## src/pkg/sram_host_pkg.sv

```systemverilog
// Constants, states and carrier types for the static RAM host controller.
// Assumes a single 20 MHz clock domain and an asynchronous 32K x 8 memory.
package sram_host_pkg;

   // ----------------------------------------------------------------
   // Geometry and clock
   // ----------------------------------------------------------------
   localparam int ADDR_W       = 15;
   localparam int DATA_W       = 8;
   localparam int CLK_PERIOD_NS = 50;

   // ----------------------------------------------------------------
   // Timing, figures in their own units and derived cycle counts
   // ----------------------------------------------------------------
   localparam int ADDR_VALID_NS   = 70;   // Slower grade covers both grades
   localparam int DATA_SETUP_NS   = 35;
   localparam int WE_HIZ_NS       = 30;
   localparam int OUT_ACTIVE_NS   = 10;
   localparam int READ_ACCESS_NS  = 85;
   localparam int DESEL_RET_NS    = 0;
   localparam int RECOVERY_MS     = 5;

   function automatic int cyc_min(input int ns);
      cyc_min = (ns + CLK_PERIOD_NS - 1) / CLK_PERIOD_NS;
      if (cyc_min < 1) cyc_min = 1;
   endfunction : cyc_min

   localparam int ADDR_VALID_CYC = cyc_min(ADDR_VALID_NS);
   localparam int DATA_SETUP_CYC = cyc_min(DATA_SETUP_NS);
   localparam int WE_HIZ_CYC     = cyc_min(WE_HIZ_NS);
   localparam int OUT_ACTIVE_CYC = cyc_min(OUT_ACTIVE_NS);
   localparam int READ_CYC       = cyc_min(READ_ACCESS_NS);
   localparam int DESEL_RET_CYC  = cyc_min(DESEL_RET_NS);
   localparam int RECOVERY_CYC   = (RECOVERY_MS * 1000000) / CLK_PERIOD_NS;
   localparam int CNT_W          = 24;

   localparam logic [7:0] WRITE_CYC = 8'(WE_HIZ_CYC + DATA_SETUP_CYC);

   // ----------------------------------------------------------------
   // States and carriers
   // ----------------------------------------------------------------
   typedef enum logic [3:0] {
      ST_IDLE    = 4'h0,
      ST_WSETUP  = 4'h1,
      ST_WPULSE  = 4'h2,
      ST_WEND    = 4'h3,
      ST_RSETUP  = 4'h4,
      ST_RWAIT   = 4'h5,
      ST_RDONE   = 4'h6,
      ST_RETAIN  = 4'h7,
      ST_RECOVER = 4'h8
   } host_state_t;

   typedef struct packed {
      logic              write;
      logic [ADDR_W-1:0] addr;
      logic [DATA_W-1:0] wdata;
   } host_req_t;

   typedef struct packed {
      logic              sel_low_active_n;
      logic              sel_high_active;
      logic              write_n;
      logic [ADDR_W-1:0] addr;
      logic [DATA_W-1:0] dq_out;
      logic              dq_oe;
      logic              ctl_oe;
   } pin_bus_t;

endpackage : sram_host_pkg

```

## src/rtl/sram_host_timer.sv

```systemverilog
// Down counter used for the recovery interval of the controller; write and read intervals use the phase counter.
// Assumes the loader holds load for one cycle; done is a registered level.
`timescale 1ns/1ns
module sram_host_timer
   import sram_host_pkg::*;
#(
   parameter int WIDTH = CNT_W
)(
   input  wire logic             clk,
   input  wire logic             rst_n,
   input  wire logic             load,
   input  wire logic [WIDTH-1:0] value,
   output logic                  done
);
   logic [WIDTH-1:0] count;

   always_ff @(posedge clk or negedge rst_n) begin
      if (!rst_n) begin
         count <= '0;
         done  <= 1'b1;
      end else if (load) begin
         count <= value;
         done  <= (value == '0);
      end else if (count != '0) begin
         count <= count - WIDTH'(1);
         done  <= (count == WIDTH'(1));
      end
   end
endmodule : sram_host_timer

```

## src/rtl/sram_host_ctrl.sv

```systemverilog
// Host-side controller for an asynchronous 32K x 8 static RAM with
// low-supply data retention. Drives the memory pins and the supply request.
// Assumes one 20 MHz clock and a user port that waits on REQ_READY.
// Behaviour
// - Address changes only while the write strobe and both selects are inactive.
// - The host drives data only while the write strobe is low, never while memory reads out.
// - The chip is deselected before the supply is lowered into retention, at least zero time earlier.
// - In retention by the high-active select, the other pins may float.
// - Address is valid at least 70 ns before the write-ending edge.
// - Write data is stable at least 35 ns before the write-ending edge.
`timescale 1ns/1ns
module sram_host_ctrl
   import sram_host_pkg::*;
#(
   parameter int RECOVERY = RECOVERY_CYC
)(
   input  wire logic              CLOCK,
   input  wire logic              RSTN,
   input  wire logic              REQ_VALID,
   input  wire logic              REQ_WRITE,
   input  wire logic [ADDR_W-1:0] REQ_ADDR,
   input  wire logic [DATA_W-1:0] REQ_WDATA,
   input  wire logic              RETAIN_REQ,
   output logic                   REQ_READY,
   output logic                   RD_VALID,
   output logic      [DATA_W-1:0] RD_DATA,
   output logic                   SUPPLY_LOW,
   output logic                   SELECT_LOW_ACTIVE_N,
   output logic                   SELECT_LOW_ACTIVE_OE,
   output logic                   SELECT_HIGH_ACTIVE,
   output logic                   WRITE_N,
   output logic                   WRITE_OE,
   output logic      [ADDR_W-1:0] ADDR,
   output logic                   ADDR_OE,
   input  wire logic [DATA_W-1:0] DQ_IN,
   output logic      [DATA_W-1:0] DQ_OUT,
   output logic                   DQ_OE
);
   // ----------------------------------------------------------------
   // Reset release
   // ----------------------------------------------------------------
   logic rst_meta;
   logic rst_n;

   always_ff @(posedge CLOCK or negedge RSTN) begin
      if (!RSTN) begin
         rst_meta <= 1'b0;
         rst_n    <= 1'b0;
      end else begin
         rst_meta <= 1'b1;
         rst_n    <= rst_meta;
      end
   end

   // ----------------------------------------------------------------
   // Sequencer
   // ----------------------------------------------------------------
   host_state_t state;
   host_state_t next_state;
   host_req_t   req;
   logic [7:0]  phase;
   logic        tmr_load;
   logic [CNT_W-1:0] tmr_value;
   logic        tmr_done;

   sram_host_timer #(.WIDTH(CNT_W)) u_timer (
      .clk   (CLOCK),
      .rst_n (rst_n),
      .load  (tmr_load),
      .value (tmr_value),
      .done  (tmr_done)
   );

   always_comb begin
      next_state = state;
      tmr_load   = 1'b0;
      tmr_value  = '0;
      unique case (state)
         ST_IDLE: begin
            if (RETAIN_REQ) begin
               next_state = ST_RETAIN;
            end else if (REQ_VALID && REQ_READY) begin
               next_state = REQ_WRITE ? ST_WSETUP : ST_RSETUP;
            end
         end
         ST_WSETUP:  next_state = ST_WPULSE;
         ST_WPULSE: begin
            if (phase >= WRITE_CYC && phase >= 8'(ADDR_VALID_CYC)) begin
               next_state = ST_WEND;
            end
         end
         ST_WEND:    next_state = ST_IDLE;
         ST_RSETUP:  next_state = ST_RWAIT;
         ST_RWAIT: begin
            if (phase >= 8'(READ_CYC)) next_state = ST_RDONE;
         end
         ST_RDONE:   next_state = ST_IDLE;
         ST_RETAIN: begin
            if (!RETAIN_REQ) begin
               next_state = ST_RECOVER;
               tmr_load   = 1'b1;
               tmr_value  = CNT_W'(RECOVERY);
            end
         end
         ST_RECOVER: begin
            if (tmr_done && !tmr_load) next_state = ST_IDLE;
         end
         default:    next_state = ST_IDLE;
      endcase
   end

   always_ff @(posedge CLOCK or negedge rst_n) begin
      if (!rst_n) state <= ST_IDLE;
      else        state <= next_state;
   end

   // Phase counter restarts on each state change
   always_ff @(posedge CLOCK or negedge rst_n) begin
      if (!rst_n)                   phase <= 8'h00;
      else if (next_state != state) phase <= 8'h00;
      else if (phase != 8'hff)      phase <= phase + 8'h01;
   end

   always_ff @(posedge CLOCK or negedge rst_n) begin
      if (!rst_n) begin
         req <= '0;
      end else if (state == ST_IDLE && REQ_VALID && REQ_READY && !RETAIN_REQ) begin
         req <= '{write: REQ_WRITE, addr: REQ_ADDR, wdata: REQ_WDATA};
      end
   end

   // ----------------------------------------------------------------
   // Pin drive, all registered
   // ----------------------------------------------------------------
   always_ff @(posedge CLOCK or negedge rst_n) begin
      if (!rst_n) begin
         SELECT_LOW_ACTIVE_N  <= 1'b1;
         SELECT_HIGH_ACTIVE   <= 1'b0;
         WRITE_N              <= 1'b1;
         ADDR                 <= '0;
         DQ_OUT               <= '0;
         DQ_OE                <= 1'b0;
         SELECT_LOW_ACTIVE_OE <= 1'b1;
         WRITE_OE             <= 1'b1;
         ADDR_OE              <= 1'b1;
         SUPPLY_LOW           <= 1'b0;
      end else begin
         // Address moves only with everything inactive
         if (next_state == ST_WSETUP || next_state == ST_RSETUP) begin
            ADDR <= (state == ST_IDLE) ? REQ_ADDR : req.addr;
         end
         // Strobe falls with the selects so the memory never turns on
         WRITE_N <= !(next_state == ST_WPULSE);
         SELECT_LOW_ACTIVE_N <= !(next_state inside {ST_WPULSE, ST_RWAIT, ST_RDONE});
         SELECT_HIGH_ACTIVE  <= (next_state inside {ST_WPULSE, ST_RWAIT, ST_RDONE});
         // Data driven only inside the strobe; released with its rise
         DQ_OE  <= (next_state == ST_WPULSE);
         DQ_OUT <= req.wdata;
         // Floating pins are allowed only while held in retention
         SELECT_LOW_ACTIVE_OE <= (next_state != ST_RETAIN);
         WRITE_OE             <= (next_state != ST_RETAIN);
         ADDR_OE              <= (next_state != ST_RETAIN);
         // Supply drops one cycle after retention is entered, at least two after deselect, which exceeds zero margin
         SUPPLY_LOW <= (state == ST_RETAIN) && (next_state == ST_RETAIN);
      end
   end

   always_ff @(posedge CLOCK or negedge rst_n) begin
      if (!rst_n) begin
         REQ_READY <= 1'b0;
         RD_VALID  <= 1'b0;
         RD_DATA   <= '0;
      end else begin
         // A request raised before ready must wait, never lock ready low
         REQ_READY <= (next_state == ST_IDLE);
         RD_VALID  <= (state == ST_RDONE);
         if (state == ST_RDONE) RD_DATA <= DQ_IN;
      end
   end

   // ----------------------------------------------------------------
   // Checks
   // ----------------------------------------------------------------
   property p_addr_stable;
      @(posedge CLOCK) disable iff (!rst_n)
      $changed(ADDR) |-> (WRITE_N && SELECT_LOW_ACTIVE_N && !SELECT_HIGH_ACTIVE);
   endproperty
   a_addr_stable: assert property (p_addr_stable) else $error("Address moved while active");

   property p_no_contend;
      @(posedge CLOCK) disable iff (!rst_n)
      DQ_OE |-> !WRITE_N;
   endproperty
   a_no_contend: assert property (p_no_contend) else $error("Data driven outside strobe");

   property p_write_pulse;
      @(posedge CLOCK) disable iff (!rst_n)
      $fell(WRITE_N) |-> (!SELECT_LOW_ACTIVE_N && SELECT_HIGH_ACTIVE && DQ_OE)[*2];
   endproperty
   a_write_pulse: assert property (p_write_pulse) else $error("Write overlap too short");

   property p_select_with_strobe;
      @(posedge CLOCK) disable iff (!rst_n)
      ($fell(SELECT_LOW_ACTIVE_N) && state == ST_WPULSE) |-> $fell(WRITE_N);
   endproperty
   a_select_with_strobe: assert property (p_select_with_strobe) else $error("Select before strobe");

   property p_retain_desel;
      @(posedge CLOCK) disable iff (!rst_n)
      SUPPLY_LOW |-> (!SELECT_HIGH_ACTIVE && $past(!SELECT_HIGH_ACTIVE));
   endproperty
   a_retain_desel: assert property (p_retain_desel) else $error("Supply low while selected");

   property p_float_only_retained;
      @(posedge CLOCK) disable iff (!rst_n)
      !ADDR_OE |-> !SELECT_HIGH_ACTIVE;
   endproperty
   a_float_only_retained: assert property (p_float_only_retained) else $error("Float while on");

   property p_recover;
      @(posedge CLOCK) disable iff (!rst_n)
      $fell(SUPPLY_LOW) |-> !SELECT_HIGH_ACTIVE [*3];
   endproperty
   a_recover: assert property (p_recover) else $error("Access during recovery");

   property p_addr_valid;
      @(posedge CLOCK) disable iff (!rst_n)
      $rose(WRITE_N) |-> $past(ADDR, ADDR_VALID_CYC) == ADDR;
   endproperty
   a_addr_valid: assert property (p_addr_valid) else $error("Address not held before end");

   property p_release;
      @(posedge CLOCK) disable iff (!rst_n)
      $rose(WRITE_N) |-> !DQ_OE;
   endproperty
   a_release: assert property (p_release) else $error("Data held past write end");

   c_write:   cover property (@(posedge CLOCK) disable iff (!rst_n) $rose(WRITE_N));
   c_read:    cover property (@(posedge CLOCK) disable iff (!rst_n) RD_VALID);
   c_retain:  cover property (@(posedge CLOCK) disable iff (!rst_n) $fell(SUPPLY_LOW));
endmodule : sram_host_ctrl

```

## config.mk

```make
export PLATFORM = sky130hd
export DESIGN_NAME = sram_host_ctrl
export DESIGN_NICKNAME = d
export VERILOG_FILES = /design/src/pkg/sram_host_pkg.sv /design/src/rtl/sram_host_timer.sv /design/src/rtl/sram_host_ctrl.sv
export SDC_FILE = /design/constraint.sdc
export NUM_CORES = 1
export LEC_CHECK = 0
export BUFFER_PORTS_ARGS = -buffer_cell sky130_fd_sc_hd__buf_4
export CELL_PAD_IN_SITES_DETAIL_PLACEMENT = 0
export CELL_PAD_IN_SITES_GLOBAL_PLACEMENT = 1
export CORE_MARGIN = 2
export CORE_UTILIZATION = 25
export CTS_CLUSTER_DIAMETER = 100
export DETAILED_ROUTE_END_ITERATION = 7
export HOLD_SLACK_MARGIN = 0.05
export PLACE_DENSITY = 0.53
export SYNTH_ARGS = -nofsm -noshare
export SYNTH_HDL_FRONTEND = slang
export SYNTH_SLANG_ARGS = --single-unit
```

## constraint.sdc

```tcl
create_clock -name CLOCK -period 2.76 [get_ports CLOCK]
set_input_delay 0.552 -clock CLOCK [delete_from_list [all_inputs] [get_ports CLOCK]]
set_output_delay 0.552 -clock CLOCK [all_outputs]
set_load 0.02 [all_outputs]
```

# Yosys cells after proc, flatten, opt, wreduce, memory -nomap -nowiden

Index checks and enable logic that the tools add are counted.

Bits in read-only memories: 0
Output and inout bits: 41
Word-level logic and storage cells: 74
Memories: 0
Bits in writable memories: 0
Input bits: 36
Latch bits: 0
Flip-flop bits (word level): 101

Reductions and logical operators: 16
Equal/unequal tests: 17
Bitwise logic cells: 0
Divide/modulo/power cells: 0
Add/sub/neg operators: 2
Multiplexer cells: 19
Multipliers: 0
Shift operators: 0
$lt $le $gt $ge: 1

Operators with widths:

| cell                                                                                | count |
|---|---|
| 24-bit 2-to-1 mux                                                                   | 3 |
| 4-bit by 3-bit equality test with 1-bit output, second input constant               | 8 |
| 4-bit one-hot mux with 7 select lines                                               | 1 |
| 24-bit by 1-bit equality test with 1-bit output, second input constant              | 1 |
| 24-bit zero test                                                                    | 1 |
| 4-bit 2-to-1 mux                                                                    | 6 |
| 24-bit nonzero test                                                                 | 1 |
| 24-bit by 1-bit subtractor with 24-bit output, second input constant                | 1 |
| 17-bit 2-to-1 mux                                                                   | 1 |
| 8-bit 2-to-1 mux                                                                    | 2 |
| 15-bit 2-to-1 mux                                                                   | 1 |
| 8-bit by 1-bit adder with 8-bit output, second input constant                       | 1 |
| 4-bit by 1-bit equality test with 1-bit output, second input constant               | 2 |
| 4-bit by 2-bit equality test with 1-bit output, second input constant               | 2 |
| 8-bit by 2-bit greater-or-equal comparator with 1-bit output, second input constant | 1 |
| 4-bit zero test                                                                     | 2 |
| 8-bit inequality test, second input constant                                        | 1 |
| 1-bit logical AND                                                                   | 5 |
| 4-bit equality test, second input constant                                          | 1 |
| 1-bit 2-to-1 mux                                                                    | 4 |
| 4-bit by 3-bit inequality test with 1-bit output, second input constant             | 1 |
| 4-bit inequality test                                                               | 1 |
| 2-bit nonzero test                                                                  | 2 |
| 1-bit zero test                                                                     | 3 |
| other kinds (3)                                                                     | 3 |

# Logic depth before layout (Yosys ltp)

Depth after elaboration: 7
Depth in mapped cells: 9
Depth with buffers taken out: 8

# Modules after synthesis

Synthesis repeated with hierarchy kept, for this count alone.

Cell total of the unflattened synthesis: 426
Area, all modules: 4179.0 µm²

By module, submodules not included:

| module          | times used | cells an instance | area each (µm²) | seq. area each (µm²) |
|---|---|---|---|---|
| sram_host_ctrl  | 1          | 254               | 2602.5          | 1530.2 |
| sram_host_timer | 1          | 172               | 1576.5          | 626.9 |

# Worst setup path after synthesis

No wires, ideal clock.

Kind: reg2reg
Start point: reg u_timer.count[11]
End point: reg u_timer.count[5]
Period minus slack after synthesis: 2.020 ns
Data required time: 2.626 ns
Setup slack: 0.740 ns
Cell stages (with the launch flop): 7
Data arrival time: 1.886 ns
Cells stage by stage: dfrtp_1 -> or4_4 -> nor4_4 -> nand4_2 -> nor4b_1 -> xnor2_1 -> nand2_1

Longest elaborated chain between the ends: 2

Ends and longest elaborated chain:

| what                                | RTL line              | source |
|---|---|---|
| from (decl)                         | sram_host_timer.sv:15 | `logic [WIDTH-1:0] count;` |
| from (signal assigned)              | sram_host_timer.sv:22 | `count <= value;` |
| from (signal assigned)              | sram_host_timer.sv:25 | `count <= count - WIDTH'(1);` |
| 24-bit nonzero test                 | sram_host_timer.sv:24 | `end else if (count != '0) begin` |
| 2-bit nonzero test (no source line) | --                    |  |

No other way between the ends.
A chain may end at the register's enable or synchronous reset.

# Worst setup path in the final report

Start point: reg phase[0]
End point: reg phase[7]

Longest elaborated chain between the ends: 5
Elaborated cells between the ends (all ways): 10
Those cells by class: 1 x add/sub; 1 x order compare; 2 x eq/ne; 5 x mux; 1 x reduce/logical

Ends and longest elaborated chain:

| what                                                          | RTL line                                   | source |
|---|---|---|
| from (decl)                                                   | sram_host_ctrl.sv:61                       | `logic [7:0] phase;` |
| from (signal assigned)                                        | sram_host_ctrl.sv:121                      | `else if (phase != 8'hff) phase <= phase + 8'h01;` |
| 8-bit by 2-bit greater-or-equal comparator with 1-bit output  | sram_host_ctrl.sv:88, sram_host_ctrl.sv:95 |  |
| 4-bit 2-to-1 mux, on equally long branches                    | sram_host_ctrl.sv:95, sram_host_ctrl.sv:88 |  |
| 4-bit one-hot mux with 7 select lines                         | sram_host_ctrl.sv:78                       | `unique case (state)` |
| 4-bit inequality test                                         | sram_host_ctrl.sv:120                      | `else if (next_state != state) phase <= 8'h00;` |
| 8-bit 2-to-1 mux / 2-bit nonzero test (equally long branches) | --                                         |  |

Parallel ways exist; a longest one is shown, timed or not. The select of a mux whose other input is x is not followed.

==> impl_results.md <==
- CTS tree: built
- Worst EP arrival: 2.53 ns
- Worst Path Max Fanout: 8
- CTS buffer count: 9
- Vias per std cell: 4.60
- Synth Net Count: 428
- Synth top area cells: dfrtp_1 53%, nand2_1 9.5%, nor2_1 3.0%
- Worst R2R Setup Slack: 0.47 ns
- Vias in the first global route: 3087
- Total negative slack: 0 ns
- Detailed Route Iter0 Violations: 152
- Critical Path, Cell by Cell: inv_1, ha_1, nor4_1, nand2_1, a221oi_1, o221ai_1, nor4_1
- Cts repair resizes: 0
- Worst EP required: 3.00 ns
- Starting density of the core: 0.255
- Crit path top cell by count: nor4_1
- WL final: 9210 um
- Root Driver: clkbuf_16
- FFs w/ async S/R, synth: 1.00
- Max-slew violations: 0
- Yosys top cell area share: 0.531
- Sequential fraction of the synthesis area: 0.558
- Layout Nets: 508
- Fillers: 1574
- Maximum buffer depth of the clock tree: 2
- Core Box Area: 0.0151 mm^2
- Cell Int Power: 0.00340 W
- Slowest cell on crit path: o221ai_1
- Post-Syn Area: 0.00387 mm^2
- Depth of the CTS H-tree: 3
- VDD IR-drop max: 0.000548 V
- DR WL/cell: 13.9 um
- Final worst path period share: 0.831
- Seq cells post-synth: 86
- Cell Area, Placed: 0.00468 mm^2
- Cell type with the largest total area after synthesis: dfrtp_1
- DR vias: 3038
- Relative slew slack: 0.507
- Global placer's final weighted congestion: 0.764
- Die Span Y: 128 um
- Status: complete, no violations
- Post-synth EDFFs: 0
- Worst hold path type: register to register
- Switching power total: 0.00214 W
- Rows: 45
- Crit path kind: register to register
- Max Clk Rate: 436 MHz
- Fin util: 0.330
- Total global routing overflow: 0
- Setup Fix Bufs, Post-CTS: 0
- Port Buffers: 76
- Worst Tran Pin Value: 0.739 ns
- Clock latency on the worst-skew pair: 0.34 ns
- Pin count of the biggest net entering global routing: 85
- Cell count after synthesis: 388
- CP endpoint kind: register
- Clock sink count: 86
- Antenna viol nets, final: 0
- Main synth FF type: dfrtp_1
- Final Hold Fails: 0
- PD cells: 1110 mW/mm^2
- Post-DP HPWL: 6510 um
- Final setup violation count: 0
- P_leak: 2.26 nW
- Switching share of power: 0.386
- RSZ-0062 raised after global routing: false
- Max stage delay on crit path: 0.39 ns
- Post-CTS Hold Buffers: 1
- Synth Area per Inst: 9.97 um^2
- Max cap viols: 0
- Clock transition at path regs: 0.06 ns
- Min Tclk post-route: 2.29 ns
- Diodes inserted: 0
- Die width: 128 um
- Fin Clk Skew: 0.00770 ns
- Distinct cells, synth: 54
- Die area: 0.0165 mm^2
- I/O Pins: 77
- Combinational Power Share: 0.384
- GRT Overall Usage: 0.120
- Clock Power Share: 0.221
- Global-route wire length before repair: 15300 um
- Initial antenna violation count: 0
- Share of layout cells above drive strength 1: 0.275
- Flop pwr share: 0.396
- Pre-antenna DRT Iters: 4
- Remaining DRCs: 0
- Finished Cell Area: 0.00499 mm^2
- Final Power: 0.00555 W
- Synth warn: 0
- Area growth, synth to finish: 29.1%
- Worst Setup Start Kind: register
sequential cells by signal (all words and copies together) (netlist names), 4 cells and up:
| register | cells |
|---|---|
| u_timer.count | 24 |
| ADDR | 15 |
| DQ_OUT | 8 |
| RD_DATA | 8 |
| phase | 8 |
| req | 8 |
| state | 4 |
Yosys cell counts, types with 2 or more instances:
library cell and n:
o211ai_1 2, o21ai_0 10, clkbuf_1 10, nor3_1 17
or4_1 2, dfstp_2 4, nor2_1 31, nor4b_1 2
nor2b_1 5, nor4_1 8, nand2b_1 5, mux2_2 8
xor2_1 7, buf_4 2, mux2i_1 2, nor3_2 2
and3_1 3, or2_2 2, inv_1 7, a2111oi_0 2
xnor2_1 13, nand4_1 2, a21oi_1 11, nand2_1 98
or3_1 8, ha_1 4, or4_4 3, nor4_2 2
nand3_1 7, a31oi_1 3, dfrtp_1 82, o21ai_1 2
per-layer routing:
metal | global-route usage | part of all wire | up-vias
met4 | 0.0407 | 0.017 | 0
li1 | - | - | 1488
met5 | 0 | 0 | -
met3 | 0.0466 | 0.043 | 11
met2 | 0.191 | 0.50 | 45
met1 | 0.148 | 0.44 | 1494
layout make-up:
cell class	instances	area [um^2]	area share
Clock buffer	10	229	0.0459
Clock inverter	6	70.1	0.0140
Multi-Input combinational cell	281	1630	0.327
Sequential cell	86	2160	0.433
Inverter	7	26.3	0.00526
Tap cell	188	235	0.0471
Timing Repair Buffer	83	638	0.128
path summary, 6_finish.rpt:
kind / start / endpoint / cells past startpoint
max: phase[0]$_DFFE_PN0P_ / phase[7]$_DFFE_PN0P_ / 7
min: rst_meta$_DFF_PN0_ / rst_n$_DFF_PN0_ / 0
max reg2reg: phase[0]$_DFFE_PN0P_ / phase[7]$_DFFE_PN0P_ / 7
min reg2reg: rst_meta$_DFF_PN0_ / rst_n$_DFF_PN0_ / 0
max in group asynchronous: rst_n$_DFF_PN0_ / WRITE_N$_DFF_PN1_ / 1
min in group asynchronous: rst_n$_DFF_PN0_ / u_timer.count[12]$_DFFE_PN0P_ / 1
critical path, delay by kind of cell, from the launching register on:
kind | cells | cell delay (ns)
fa+ha+maj | 1 | 0.20
simple gates | 3 | 0.80
buf+inv | 1 | 0.08
compound gates | 2 | 0.72
flops | 1 | 0.37
through the flow:
stage / setup WS, ns / instances / hold WS [ns]
3_3_place_gp: 0.531 / 644 / 0.337
3_5_place_dp: 0.440 / 644 / 0.337
5_1_grt: 0.155 / 661 / 0.367
6_report: 0.467 / 661 / 0.354
2_1_floorplan: 0.194 / 388 / 0.256
4_1_cts: 0.414 / 661 / 0.358
layout by cell type (no fill, tap or decap), types with 4 or more instances in the layout:
| cell type | n |
|---|---|
| mux2_2 | 8 |
| nor4_1 | 7 |
| xor2_1 | 7 |
| o21ai_0 | 10 |
| clkbuf_16 | 9 |
| nor3_1 | 17 |
| nor2b_1 | 5 |
| nand3_1 | 7 |
| a21oi_1 | 11 |
| dfrtp_1 | 81 |
| nand2_1 | 98 |
| dfstp_2 | 4 |
| ha_1 | 4 |
| inv_1 | 7 |
| or3_1 | 8 |
| nor2_1 | 31 |
| buf_4 | 81 |
| nand2b_1 | 5 |
| xnor2_1 | 13 |
power by group through the flow:
stage | registers, W | clock network (W) | logic, W
floorplan | 0.00245 | 0 | 0.00109
global placement | 0.00221 | 0 | 0.00216
detailed placement | 0.00222 | 0 | 0.00217
CTS | 0.00221 | 0.00128 | 0.00217
global route | 0.00228 | 0.00134 | 0.00236
finish | 0.00220 | 0.00122 | 0.00213
cell families (layout without fill, tap and decap cells):
group,count (synthesis),after routing,synth area share
AO/OA/AOI/OAI,39,39,0.0650
XOR/XNOR,20,20,0.0453
adder cells (fa/ha/maj),4,4,0.0129
buffers and inverters,21,106,0.0226
flip-flops,86,86,0.558
multiplexers,10,10,0.0285
other,1,1,0.000970
AND/OR/NAND/NOR,207,207,0.267
No activity file was read; power rests on OpenSTA's default activity.
